### config.mk
export PLATFORM = sky130hd
export DESIGN_NAME = clf_scaler
export DESIGN_NICKNAME = d
export VERILOG_FILES = /design/src/core/clf_pkg.sv /design/src/core/clf_div_if.sv /design/src/core/clf_divider.sv /design/src/core/clf_scaler.sv
export SDC_FILE = /design/constraint.sdc
export NUM_CORES = 2
export LEC_CHECK = 0
export ABC_AREA = 1
export ABC_CLOCK_PERIOD_IN_PS = 44100
export BUFFER_PORTS_ARGS = -buffer_cell sky130_fd_sc_hd__buf_2
export CAP_MARGIN = 20
export CORE_MARGIN = 10
export CORE_UTILIZATION = 31
export DETAILED_ROUTE_END_ITERATION = 10
export GPL_TIMING_DRIVEN = 0
export HOLD_SLACK_MARGIN = 0.06
export PLACE_DENSITY = 0.46
export SYNTH_ARGS = -nofsm -noshare
export SYNTH_HDL_FRONTEND = slang
export SYNTH_SLANG_ARGS = --single-unit
export TNS_END_PERCENT = 100
### constraint.sdc
create_clock -name clock -period 44.1 [get_ports clock]
set_input_delay 6.615 -clock clock [delete_from_list [all_inputs] [get_ports clock]]
set_output_delay 6.615 -clock clock [all_outputs]
set_load 0.02 [all_outputs]
### src/core/clf_pkg.sv
// Shared constants and types for the current-loop limit and feedback scaler
package clf_pkg;
	localparam int DIV_W = 40;
	localparam logic [1:0] SRC_NETWORK = 2'h1;
	localparam logic [1:0] SEL_PI_LIMITS = 2'h1;
	localparam logic [1:0] SEL_REGISTER = 2'h2;
	localparam logic [23:0] ALARM_SIGN_FLIP = 24'ha00052;
	// Bounds in 0.1 % of full load amps, signed
	localparam logic signed [15:0] UPPER_RESET = 16'sh05dc;
	localparam logic signed [15:0] LOWER_RESET = 16'sh05dc;
	// Gains in thousandths, combined gain limits in millionths
	localparam logic [15:0] TRIM_MIN = 16'h0384;
	localparam logic [15:0] TRIM_MAX = 16'h044c;
	localparam logic [15:0] TRIM_UNITY = 16'h03e8;
	localparam logic [15:0] SCALE_RESET = 16'h03e8;
	localparam logic [21:0] GAIN_MIN = 22'h0c3500;
	localparam logic [21:0] GAIN_MAX = 22'h1e8480;
	localparam logic [39:0] GAIN_MIN_NUM = 40'h00000c3500;
	localparam logic [39:0] GAIN_MAX_NUM = 40'h00001e8480;
	localparam logic signed [39:0] GAIN_DIV = 40'sh00000f4240;
	// Full-scale 3000 mV times unity gain, and 3000 mV alone
	localparam logic [23:0] FULL_SCALE_NUM = 24'h2dc6c0;
	localparam logic [15:0] FULL_SCALE_MV = 16'h0bb8;
	localparam int BURDEN_N = 4;
	localparam logic [7:0] BURDEN_OHMS [BURDEN_N] = '{8'h0f, 8'h14, 8'h1e, 8'h27};
	localparam logic [2:0] BURDEN_FIRST = 3'h1;
	// Third edge after release is the first with a synced jumper level
	localparam logic [1:0] WARM_DONE = 2'h3;
	typedef enum logic [3:0] {
		CALC_IDLE = 4'b0001,
		CALC_SCALE = 4'b0010,
		CALC_HI = 4'b0100,
		CALC_LO = 4'b1000
	} clf_calc_e;
endpackage

### src/core/clf_div_if.sv
// Request and answer between the scaler and its divider
`timescale 1ns/100ps
interface clf_div_if;
	logic start;
	logic [clf_pkg::DIV_W-1:0] dividend;
	logic [clf_pkg::DIV_W-1:0] divisor;
	logic busy;
	logic done;
	logic [clf_pkg::DIV_W-1:0] quotient;
	modport requester(output start, output dividend, output divisor,
		input busy, input done, input quotient);
	modport divider(input start, input dividend, input divisor,
		output busy, output done, output quotient);
endinterface

### src/core/clf_divider.sv
// Iterative restoring divider, one quotient bit per clock
`timescale 1ns/100ps
module clf_divider (
	input wire logic clock,
	input wire logic rst_n,
	clf_div_if.divider div
);
	localparam int W = clf_pkg::DIV_W;
	typedef struct packed {
		logic busy;
		logic done;
		logic [5:0] count;
		logic [W-1:0] rem;
		logic [W-1:0] quo;
		logic [W-1:0] den;
	} clf_div_s;
	clf_div_s st;
	clf_div_s next_st;
	logic [W:0] trial;

	always_comb begin
		next_st = st;
		next_st.done = 1'b0;
		trial = {st.rem, st.quo[W-1]};
		if (st.busy) begin
			if (trial >= {1'b0, st.den}) begin
				trial = trial - {1'b0, st.den};
				next_st.quo = {st.quo[W-2:0], 1'b1};
			end else begin
				next_st.quo = {st.quo[W-2:0], 1'b0};
			end
			next_st.rem = trial[W-1:0];
			next_st.count = st.count - 6'h01;
			if (st.count == 6'h01) begin
				next_st.busy = 1'b0;
				next_st.done = 1'b1;
			end
		end else if (div.start) begin
			next_st.busy = 1'b1;
			next_st.count = 6'(W);
			next_st.rem = '0;
			next_st.quo = div.dividend;
			next_st.den = div.divisor;
		end
	end

	always_ff @(posedge clock) begin
		if (!rst_n) begin
			st <= '0;
		end else begin
			st <= next_st;
		end
	end

	// Zero divisor yields all ones, which the caller saturates
	assign div.busy = st.busy;
	assign div.done = st.done;
	assign div.quotient = st.quo;
endmodule

### src/core/clf_scaler.sv
// Current-loop limit sign handling, wind direction and feedback scaling
// Operation
// - Inversion enabled: both bounds accept positives only
// - Inversion disabled: lower bound negative only
// - Inversion change raises alarm with code
// - Inversion change forces both selectors to register
// - Inversion change negates stored lower bound
// - Current mode uses and shows torque reference
// - Underwind bit inverts speed feedback and reference
// - Underwind resets zero, network-only access
// - Leaving network source clears underwind bit
// - Software scale computed, 3 V equals maximum
// - Trim 0.900 to 1.100, reset 1.000
// - Trim bounds, then a gain clamp, keep gain within 0.800..2.000
// - Publish fully scaled current feedback
// - Burden position is one of four
// - Position 1..4 from ratio, current, amps
`timescale 1ns/100ps
module clf_scaler (
	input wire logic clock,
	input wire logic rst_n,
	input wire logic current_mode_pin,
	input wire logic sign_flip_wr,
	input wire logic sign_flip_val,
	input wire logic upper_bound_wr,
	input wire logic lower_bound_wr,
	input wire logic signed [15:0] bound_val,
	input wire logic upper_sel_wr,
	input wire logic lower_sel_wr,
	input wire logic [1:0] sel_val,
	input wire logic underwind_wr,
	input wire logic underwind_val,
	input wire logic from_network,
	input wire logic [1:0] control_source,
	input wire logic network_map_choice,
	input wire logic trim_wr,
	input wire logic [15:0] trim_val,
	input wire logic [15:0] transformer_ratio,
	input wire logic [15:0] rated_amps,
	input wire logic [7:0] max_current_pct,
	input wire logic signed [15:0] torque_reference,
	input wire logic signed [15:0] speed_loop_output,
	input wire logic signed [15:0] speed_feedback_raw,
	input wire logic signed [15:0] current_feedback_raw,
	output logic negative_limit_sign_flip_enable,
	output logic signed [15:0] upper_current_bound,
	output logic signed [15:0] lower_current_bound,
	output logic [1:0] upper_bound_source_select,
	output logic [1:0] lower_bound_source_select,
	output logic alarm_event,
	output logic [23:0] alarm_code,
	output logic write_refused,
	output logic underwind_enable,
	output logic current_mode,
	output logic signed [15:0] torque_reference_view,
	output logic signed [15:0] loop_reference,
	output logic signed [15:0] speed_feedback,
	output logic [15:0] software_scale,
	output logic [15:0] feedback_trim_gain,
	output logic [21:0] combined_gain,
	output logic signed [15:0] scaled_current_feedback,
	output logic [2:0] burden_position_hint
);
	typedef struct packed {
		logic [1:0] mode_sync;
		logic [1:0] warm;
		logic mode;
		logic flip;
		logic signed [15:0] upper;
		logic signed [15:0] lower;
		logic [1:0] upper_sel;
		logic [1:0] lower_sel;
		logic alarm;
		logic refused;
		logic underwind;
		logic [1:0] last_src;
		logic [15:0] trim;
		logic [39:0] seen;
		logic [15:0] scale;
		logic [15:0] trim_hi;
		logic [15:0] trim_lo;
		logic [2:0] burden;
		clf_pkg::clf_calc_e calc;
		logic issued;
		logic [21:0] gain;
		logic signed [15:0] fb;
		logic signed [15:0] ref_out;
		logic signed [15:0] spd_out;
	} clf_state_s;
	clf_state_s st;
	clf_state_s next_st;
	clf_div_if div_bus();

	logic [23:0] imax;
	logic [31:0] den_sel;
	logic [2:0] pos_sel;
	logic [39:0] inputs_now;
	logic [15:0] lo_b;
	logic [15:0] hi_b;
	logic [15:0] trim_eff;
	logic [31:0] gain_raw;
	logic signed [39:0] fb_wide;
	logic [15:0] quo_sat;
	logic flip_change;

	clf_divider u_div (
		.clock(clock),
		.rst_n(rst_n),
		.div(div_bus)
	);

	// Largest burden that keeps max current at or under full scale
	always_comb begin
		imax = 24'(rated_amps) * 24'(max_current_pct);
		pos_sel = clf_pkg::BURDEN_FIRST;
		den_sel = 32'(imax) * 32'(clf_pkg::BURDEN_OHMS[0]);
		for (int p = 0; p < clf_pkg::BURDEN_N; p++) begin
			if (32'(imax) * 32'(clf_pkg::BURDEN_OHMS[p]) <=
				32'(transformer_ratio) * 32'(clf_pkg::FULL_SCALE_MV)) begin
				pos_sel = 3'(p + 1);
				den_sel = 32'(imax) * 32'(clf_pkg::BURDEN_OHMS[p]);
			end
		end
	end

	assign inputs_now = {transformer_ratio, rated_amps, max_current_pct};
	assign div_bus.start = (st.calc != clf_pkg::CALC_IDLE) && !st.issued && !div_bus.busy;
	always_comb begin
		div_bus.dividend = clf_pkg::GAIN_MAX_NUM;
		div_bus.divisor = 40'(st.scale);
		if (st.calc == clf_pkg::CALC_SCALE) begin
			div_bus.dividend = 40'(transformer_ratio) * 40'(clf_pkg::FULL_SCALE_NUM);
			div_bus.divisor = 40'(den_sel);
		end else if (st.calc == clf_pkg::CALC_LO) begin
			// Rounded up so the product never drops below the floor
			div_bus.dividend = clf_pkg::GAIN_MIN_NUM + 40'(st.scale) - 40'h1;
		end
	end
	assign quo_sat = (div_bus.quotient > 40'h000000ffff) ? 16'hffff : div_bus.quotient[15:0];

	// Trim bounds from the product limits, then clamp, then use
	always_comb begin
		lo_b = (st.trim_lo > clf_pkg::TRIM_MIN) ? st.trim_lo : clf_pkg::TRIM_MIN;
		hi_b = (st.trim_hi < clf_pkg::TRIM_MAX) ? st.trim_hi : clf_pkg::TRIM_MAX;
		trim_eff = st.trim;
		if (st.trim > hi_b) begin
			trim_eff = hi_b;
		end
		if (trim_eff < lo_b) begin
			trim_eff = lo_b;
		end
		gain_raw = 32'(st.scale) * 32'(trim_eff);
		fb_wide = 40'(current_feedback_raw) * $signed({18'h0, st.gain}) / clf_pkg::GAIN_DIV;
	end

	assign flip_change = sign_flip_wr && (sign_flip_val != st.flip);

	always_comb begin
		next_st = st;
		next_st.alarm = 1'b0;
		next_st.refused = 1'b0;
		next_st.mode_sync = {st.mode_sync[0], current_mode_pin};
		// Jumper is latched once after each reset release, never followed later
		if (st.warm != clf_pkg::WARM_DONE) begin
			next_st.warm = st.warm + 2'h1;
			next_st.mode = st.mode_sync[1];
		end
		if (flip_change) begin
			next_st.flip = sign_flip_val;
			next_st.alarm = 1'b1;
			next_st.upper_sel = clf_pkg::SEL_REGISTER;
			next_st.lower_sel = clf_pkg::SEL_REGISTER;
			next_st.lower = -st.lower;
		end else begin
			if (upper_bound_wr) begin
				if (st.flip && bound_val < 0) begin
					next_st.refused = 1'b1;
				end else begin
					next_st.upper = bound_val;
				end
			end
			if (lower_bound_wr) begin
				if ((st.flip && bound_val < 0) || (!st.flip && bound_val > 0)) begin
					next_st.refused = 1'b1;
				end else begin
					next_st.lower = bound_val;
				end
			end
			if (upper_sel_wr) begin
				next_st.upper_sel = sel_val;
			end
			if (lower_sel_wr) begin
				next_st.lower_sel = sel_val;
			end
		end
		if (underwind_wr) begin
			if (from_network) begin
				next_st.underwind = underwind_val;
			end else begin
				next_st.refused = 1'b1;
			end
		end
		next_st.last_src = control_source;
		// Revert beats a write in the same cycle
		if (st.last_src == clf_pkg::SRC_NETWORK && control_source != clf_pkg::SRC_NETWORK) begin
			next_st.underwind = 1'b0;
		end
		if (trim_wr) begin
			if (trim_val < clf_pkg::TRIM_MIN || trim_val > clf_pkg::TRIM_MAX) begin
				next_st.refused = 1'b1;
			end else begin
				next_st.trim = trim_val;
			end
		end
		// A change mid-sequence is caught on return to idle
		unique case (st.calc)
			clf_pkg::CALC_IDLE: begin
				if (inputs_now != st.seen) begin
					next_st.seen = inputs_now;
					next_st.burden = pos_sel;
					next_st.calc = clf_pkg::CALC_SCALE;
				end
			end
			clf_pkg::CALC_SCALE, clf_pkg::CALC_HI, clf_pkg::CALC_LO: begin
				if (div_bus.start) begin
					next_st.issued = 1'b1;
				end
				if (div_bus.done) begin
					next_st.issued = 1'b0;
					if (st.calc == clf_pkg::CALC_SCALE) begin
						next_st.scale = (quo_sat == 16'h0) ? 16'h1 : quo_sat;
						next_st.calc = clf_pkg::CALC_HI;
					end else if (st.calc == clf_pkg::CALC_HI) begin
						next_st.trim_hi = quo_sat;
						next_st.calc = clf_pkg::CALC_LO;
					end else begin
						next_st.trim_lo = quo_sat;
						next_st.calc = clf_pkg::CALC_IDLE;
					end
				end
			end
			default: next_st.calc = clf_pkg::CALC_IDLE;
		endcase
		if (gain_raw < 32'(clf_pkg::GAIN_MIN)) begin
			next_st.gain = clf_pkg::GAIN_MIN;
		end else if (gain_raw > 32'(clf_pkg::GAIN_MAX)) begin
			next_st.gain = clf_pkg::GAIN_MAX;
		end else begin
			next_st.gain = gain_raw[21:0];
		end
		if (fb_wide > 40'sh0000007fff) begin
			next_st.fb = 16'sh7fff;
		end else if (fb_wide < -40'sh0000008000) begin
			next_st.fb = -16'sh8000;
		end else begin
			next_st.fb = fb_wide[15:0];
		end
		next_st.ref_out = st.mode ? torque_reference : speed_loop_output;
		if (st.underwind) begin
			next_st.ref_out = -next_st.ref_out;
			next_st.spd_out = -speed_feedback_raw;
		end else begin
			next_st.spd_out = speed_feedback_raw;
		end
	end

	always_ff @(posedge clock) begin
		if (!rst_n) begin
			st <= '{mode_sync: 2'h0, warm: 2'h0, mode: 1'b0, flip: 1'b1,
				upper: clf_pkg::UPPER_RESET, lower: clf_pkg::LOWER_RESET,
				upper_sel: clf_pkg::SEL_PI_LIMITS, lower_sel: clf_pkg::SEL_PI_LIMITS,
				alarm: 1'b0, refused: 1'b0, underwind: 1'b0, last_src: 2'h0,
				trim: clf_pkg::TRIM_UNITY, seen: 40'h0, scale: clf_pkg::SCALE_RESET,
				trim_hi: clf_pkg::TRIM_MAX, trim_lo: clf_pkg::TRIM_MIN,
				burden: clf_pkg::BURDEN_FIRST, calc: clf_pkg::CALC_IDLE, issued: 1'b0,
				gain: 22'h0f4240, fb: 16'sh0, ref_out: 16'sh0, spd_out: 16'sh0};
		end else begin
			st <= next_st;
		end
	end

	assign negative_limit_sign_flip_enable = st.flip;
	assign upper_current_bound = st.upper;
	assign lower_current_bound = st.lower;
	assign upper_bound_source_select = st.upper_sel;
	assign lower_bound_source_select = st.lower_sel;
	assign alarm_event = st.alarm;
	assign alarm_code = clf_pkg::ALARM_SIGN_FLIP;
	assign write_refused = st.refused;
	assign underwind_enable = st.underwind;
	assign current_mode = st.mode;
	assign torque_reference_view = torque_reference;
	assign loop_reference = st.ref_out;
	assign speed_feedback = st.spd_out;
	assign software_scale = st.scale;
	assign feedback_trim_gain = st.trim;
	assign combined_gain = st.gain;
	assign scaled_current_feedback = st.fb;
	assign burden_position_hint = st.burden;
endmodule

==> out/qor.csv <==
metric;value;unit
status;finished, final reports clean;
cts_buffers;47;
synth_top_family_by_area;adder cells;
cts_setup_buffers;0;
hold_buffers;0;
wl_per_cell;18.3;um
cts_resized;0;
synth_area_per_cell;7.08;um2
core_area;0.230;mm2
synthSimpleGateAreaFrac;27.3;%
slowest_delay;0.64;ns
synth.area.mux_share;0.0698;%
clockBufferDepth;3;
fin_tns_setup;0;ns
io_buffers;291;
drt_iter0_drc;3727;
route.vias.total;64402;
start_kind;input pin;
clk_pin_slew_worst_paths;0.05;ns
end_kind;flop;
syn_inst;10132;
required;44.59;ns
synth_ff_type;dfxtp_1;
synth_edf_count;0;
slew_violations;0;
rsz0062_at_grt;false;
routed_wl;248000;um
grt_usage;19.4;%
synth.distinct_cells;87;
crit_fanout;10;
ant_nets;0;
grt_pass1_wl;386000;um
gp_congestion;0.914;
synth-compound-area-share;9.51;%
syn_area;0.0717;mm2
fp.dieH;501;um
num-nets-final;12171;
hp-class;flop to flop;
cp_slowest_cell;fa_1;
antenna_found_initial;17;
fin_crit_sh;76.4;%
firstDrtPassIters;6;
vias_per_cell;4.74;
drv_cap;0;
fin_worst_skew;0.0441;ns
synth_fa_ha_area_share;34.5;%
ys_ff_latch;347;
cts_num_sinks;347;
htreeDepth;2;
syn2layout_area_growth;9.93;%
die-area;0.251;mm2
chipWidth;501;um
cts_tree;done;
io-pin-count;340;
yosysSeqAreaShare;9.69;%
ctsRootBufferMaster;clkbuf_16;
grt_pass1_vias;65464;
fp-row-count;176;
path_class;input pin to flop;
fin_crit;33.68;ns
tightest_slew;1.13;ns
synth_xor_area_share;4.06;%
hold_viol;0;
async_flop_share;0;%
insertion_delay;0.65;ns
crit_top_cell;nand2_2;
start_util;31.2;%
fill_cells;25054;
drive_gt1_share;12.7;%
drc;0;
grt_start_max_net_pins;14;
fmax;29.7;MHz
setup_viol;0;
maxSlewHeadroom;24.7;%
yosys_warnings;0;
dp_hpwl;213000;um
worstPathArrival;34.17;ns
overflow;0;
==> registers in the layout (all words and copies together), names as in the netlist, 2 cells and up <==
register                   count
st                            82
u_div.st                      76
u_div.div.quotient            40
combined_gain                 22
feedback_trim_gain            16
loop_reference                16
lower_current_bound           16
scaled_current_feedback       16
software_scale                16
speed_feedback                16
upper_current_bound           16
burden_position_hint           3
lower_bound_source_select      2
upper_bound_source_select      2
==> cell usage in the layout, fill, tap and decap left out, types with 48 or more instances in the layout <==
cell type | Yosys | routed
buf_2 | 2 | 294
nand4_1 | 101 | 101
buf_4 | 182 | 187
nand2_4 | 103 | 103
clkbuf_16 | 0 | 48
nor3_1 | 84 | 84
clkbuf_1 | 234 | 244
xnor2_1 | 97 | 97
ha_1 | 716 | 716
nand2_1 | 2212 | 2212
nand3_2 | 57 | 57
nand2_2 | 317 | 317
o21ai_0 | 373 | 373
xor2_1 | 226 | 226
a21oi_1 | 512 | 512
nand3_1 | 461 | 461
nor2_2 | 51 | 52
fa_1 | 789 | 789
inv_1 | 1968 | 1968
inv_2 | 73 | 73
dfxtp_1 | 347 | 347
a31oi_1 | 55 | 55
nor2_1 | 652 | 651
==> logic make-up after synthesis <==
| kind of cell | after synthesis |
|---|---|
| AO/OA/AOI/OAI | 1197 |
| XOR/XNOR | 328 |
| adder cells (fa/ha/maj) | 1505 |
| buffers and inverters | 2550 |
| flip-flops | 347 |
| multiplexers | 5 |
| other | 2 |
| AND/OR/NAND/NOR | 4198 |
==> worst max-delay path: cells and delay by family <==
family	cells	cell delay, ns
AND/OR/NAND/NOR	125	15.90
buffers and inverters	32	4.87
adder cells (fa/ha/maj)	8	3.93
AO/OA/AOI/OAI	8	1.74
XOR/XNOR	3	0.94
==> final cells by class <==
cell class | instances | area [um2] | share of cell area [%]
Inverter | 2091 | 7910 | 10.0
Timing Repair Buffer | 303 | 1600 | 2.03
Clock inverter | 16 | 259 | 0.329
Buffer | 459 | 2760 | 3.50
Sequential cell | 347 | 6950 | 8.81
Multi-Input combinational cell | 7263 | 54200 | 68.8
Clock buffer | 67 | 1350 | 1.72
Tap cell | 3026 | 3790 | 4.80
Antenna cell | 5 | 12.5 | 0.0159
==> path summary, 6_finish.rpt <==
| path | from | to | slack, ns | cells past startpoint |
|---|---|---|---|---|
| hold / removal | next_st[228] | st[228] | 0.42 | 2 |
| hold reg to reg | next_st[228] | st[228] | 0.42 | 2 |
| setup / recovery | current_feedback_raw[15] | scaled_current_feedback[11] | 10.42 | 176 |
| setup reg to reg | combined_gain[9] | scaled_current_feedback[11] | 15.91 | 175 |
==> stage by stage <==
stage | util [%] | area (um2) | cells | setup slack [ns] | hold slack, ns
2_1_floorplan | - | 71800 | 10160 | 15.42 | 0.390
3_3_place_gp | 33.5 | 77100 | 13477 | 9.88 | 0.405
3_5_place_dp | 33.6 | 77200 | 13489 | 9.71 | 0.406
4_1_cts | 34.3 | 78800 | 13572 | 10.32 | 0.419
5_1_grt | 34.3 | 78800 | 13572 | 7.56 | 0.440
6_report | 34.3 | 78800 | 13577 | 10.42 | 0.418
==> metal layers <==
metal / global-route usage [%] / up-vias / part of all wire, %
met5: 0 / - / 0.0028
li1: - / 31996 / -
met2: 34.9 / 1270 / 49
met3: 1.62 / 292 / 4.0
met4: 4.73 / 2 / 2.8
met1: 25.0 / 30842 / 44
==> synth_stat cells, types with 27 or more instances <==
cell | number | share of area, %
nand2_1 | 2212 | 12
inv_1 | 1968 | 10
fa_1 | 789 | 22
ha_1 | 716 | 12
nor2_1 | 652 | 3.4
a21oi_1 | 512 | 3.6
nand3_1 | 461 | 3.2
o21ai_0 | 373 | 2.6
dfxtp_1 | 347 | 9.7
nand2_2 | 317 | 2.8
clkbuf_1 | 234 | 1.2
xor2_1 | 226 | 2.8
buf_4 | 182 | 1.9
nand2_4 | 103 | 1.6
nand4_1 | 101 | 0.88
xnor2_1 | 97 | 1.2
nor3_1 | 84 | 0.59
inv_2 | 73 | 0.38
nand3_2 | 57 | 0.80
a31oi_1 | 55 | 0.48
nor2_2 | 51 | 0.44
o211ai_1 | 42 | 0.44
or2_2 | 38 | 0.33
nor2_4 | 30 | 0.47
clkinv_1 | 29 | 0.15
nand3b_1 | 27 | 0.28
Power is left out: the tool's default activity adds up to more than one toggle a clock period on the data nets, which glitch-free logic cannot reach.
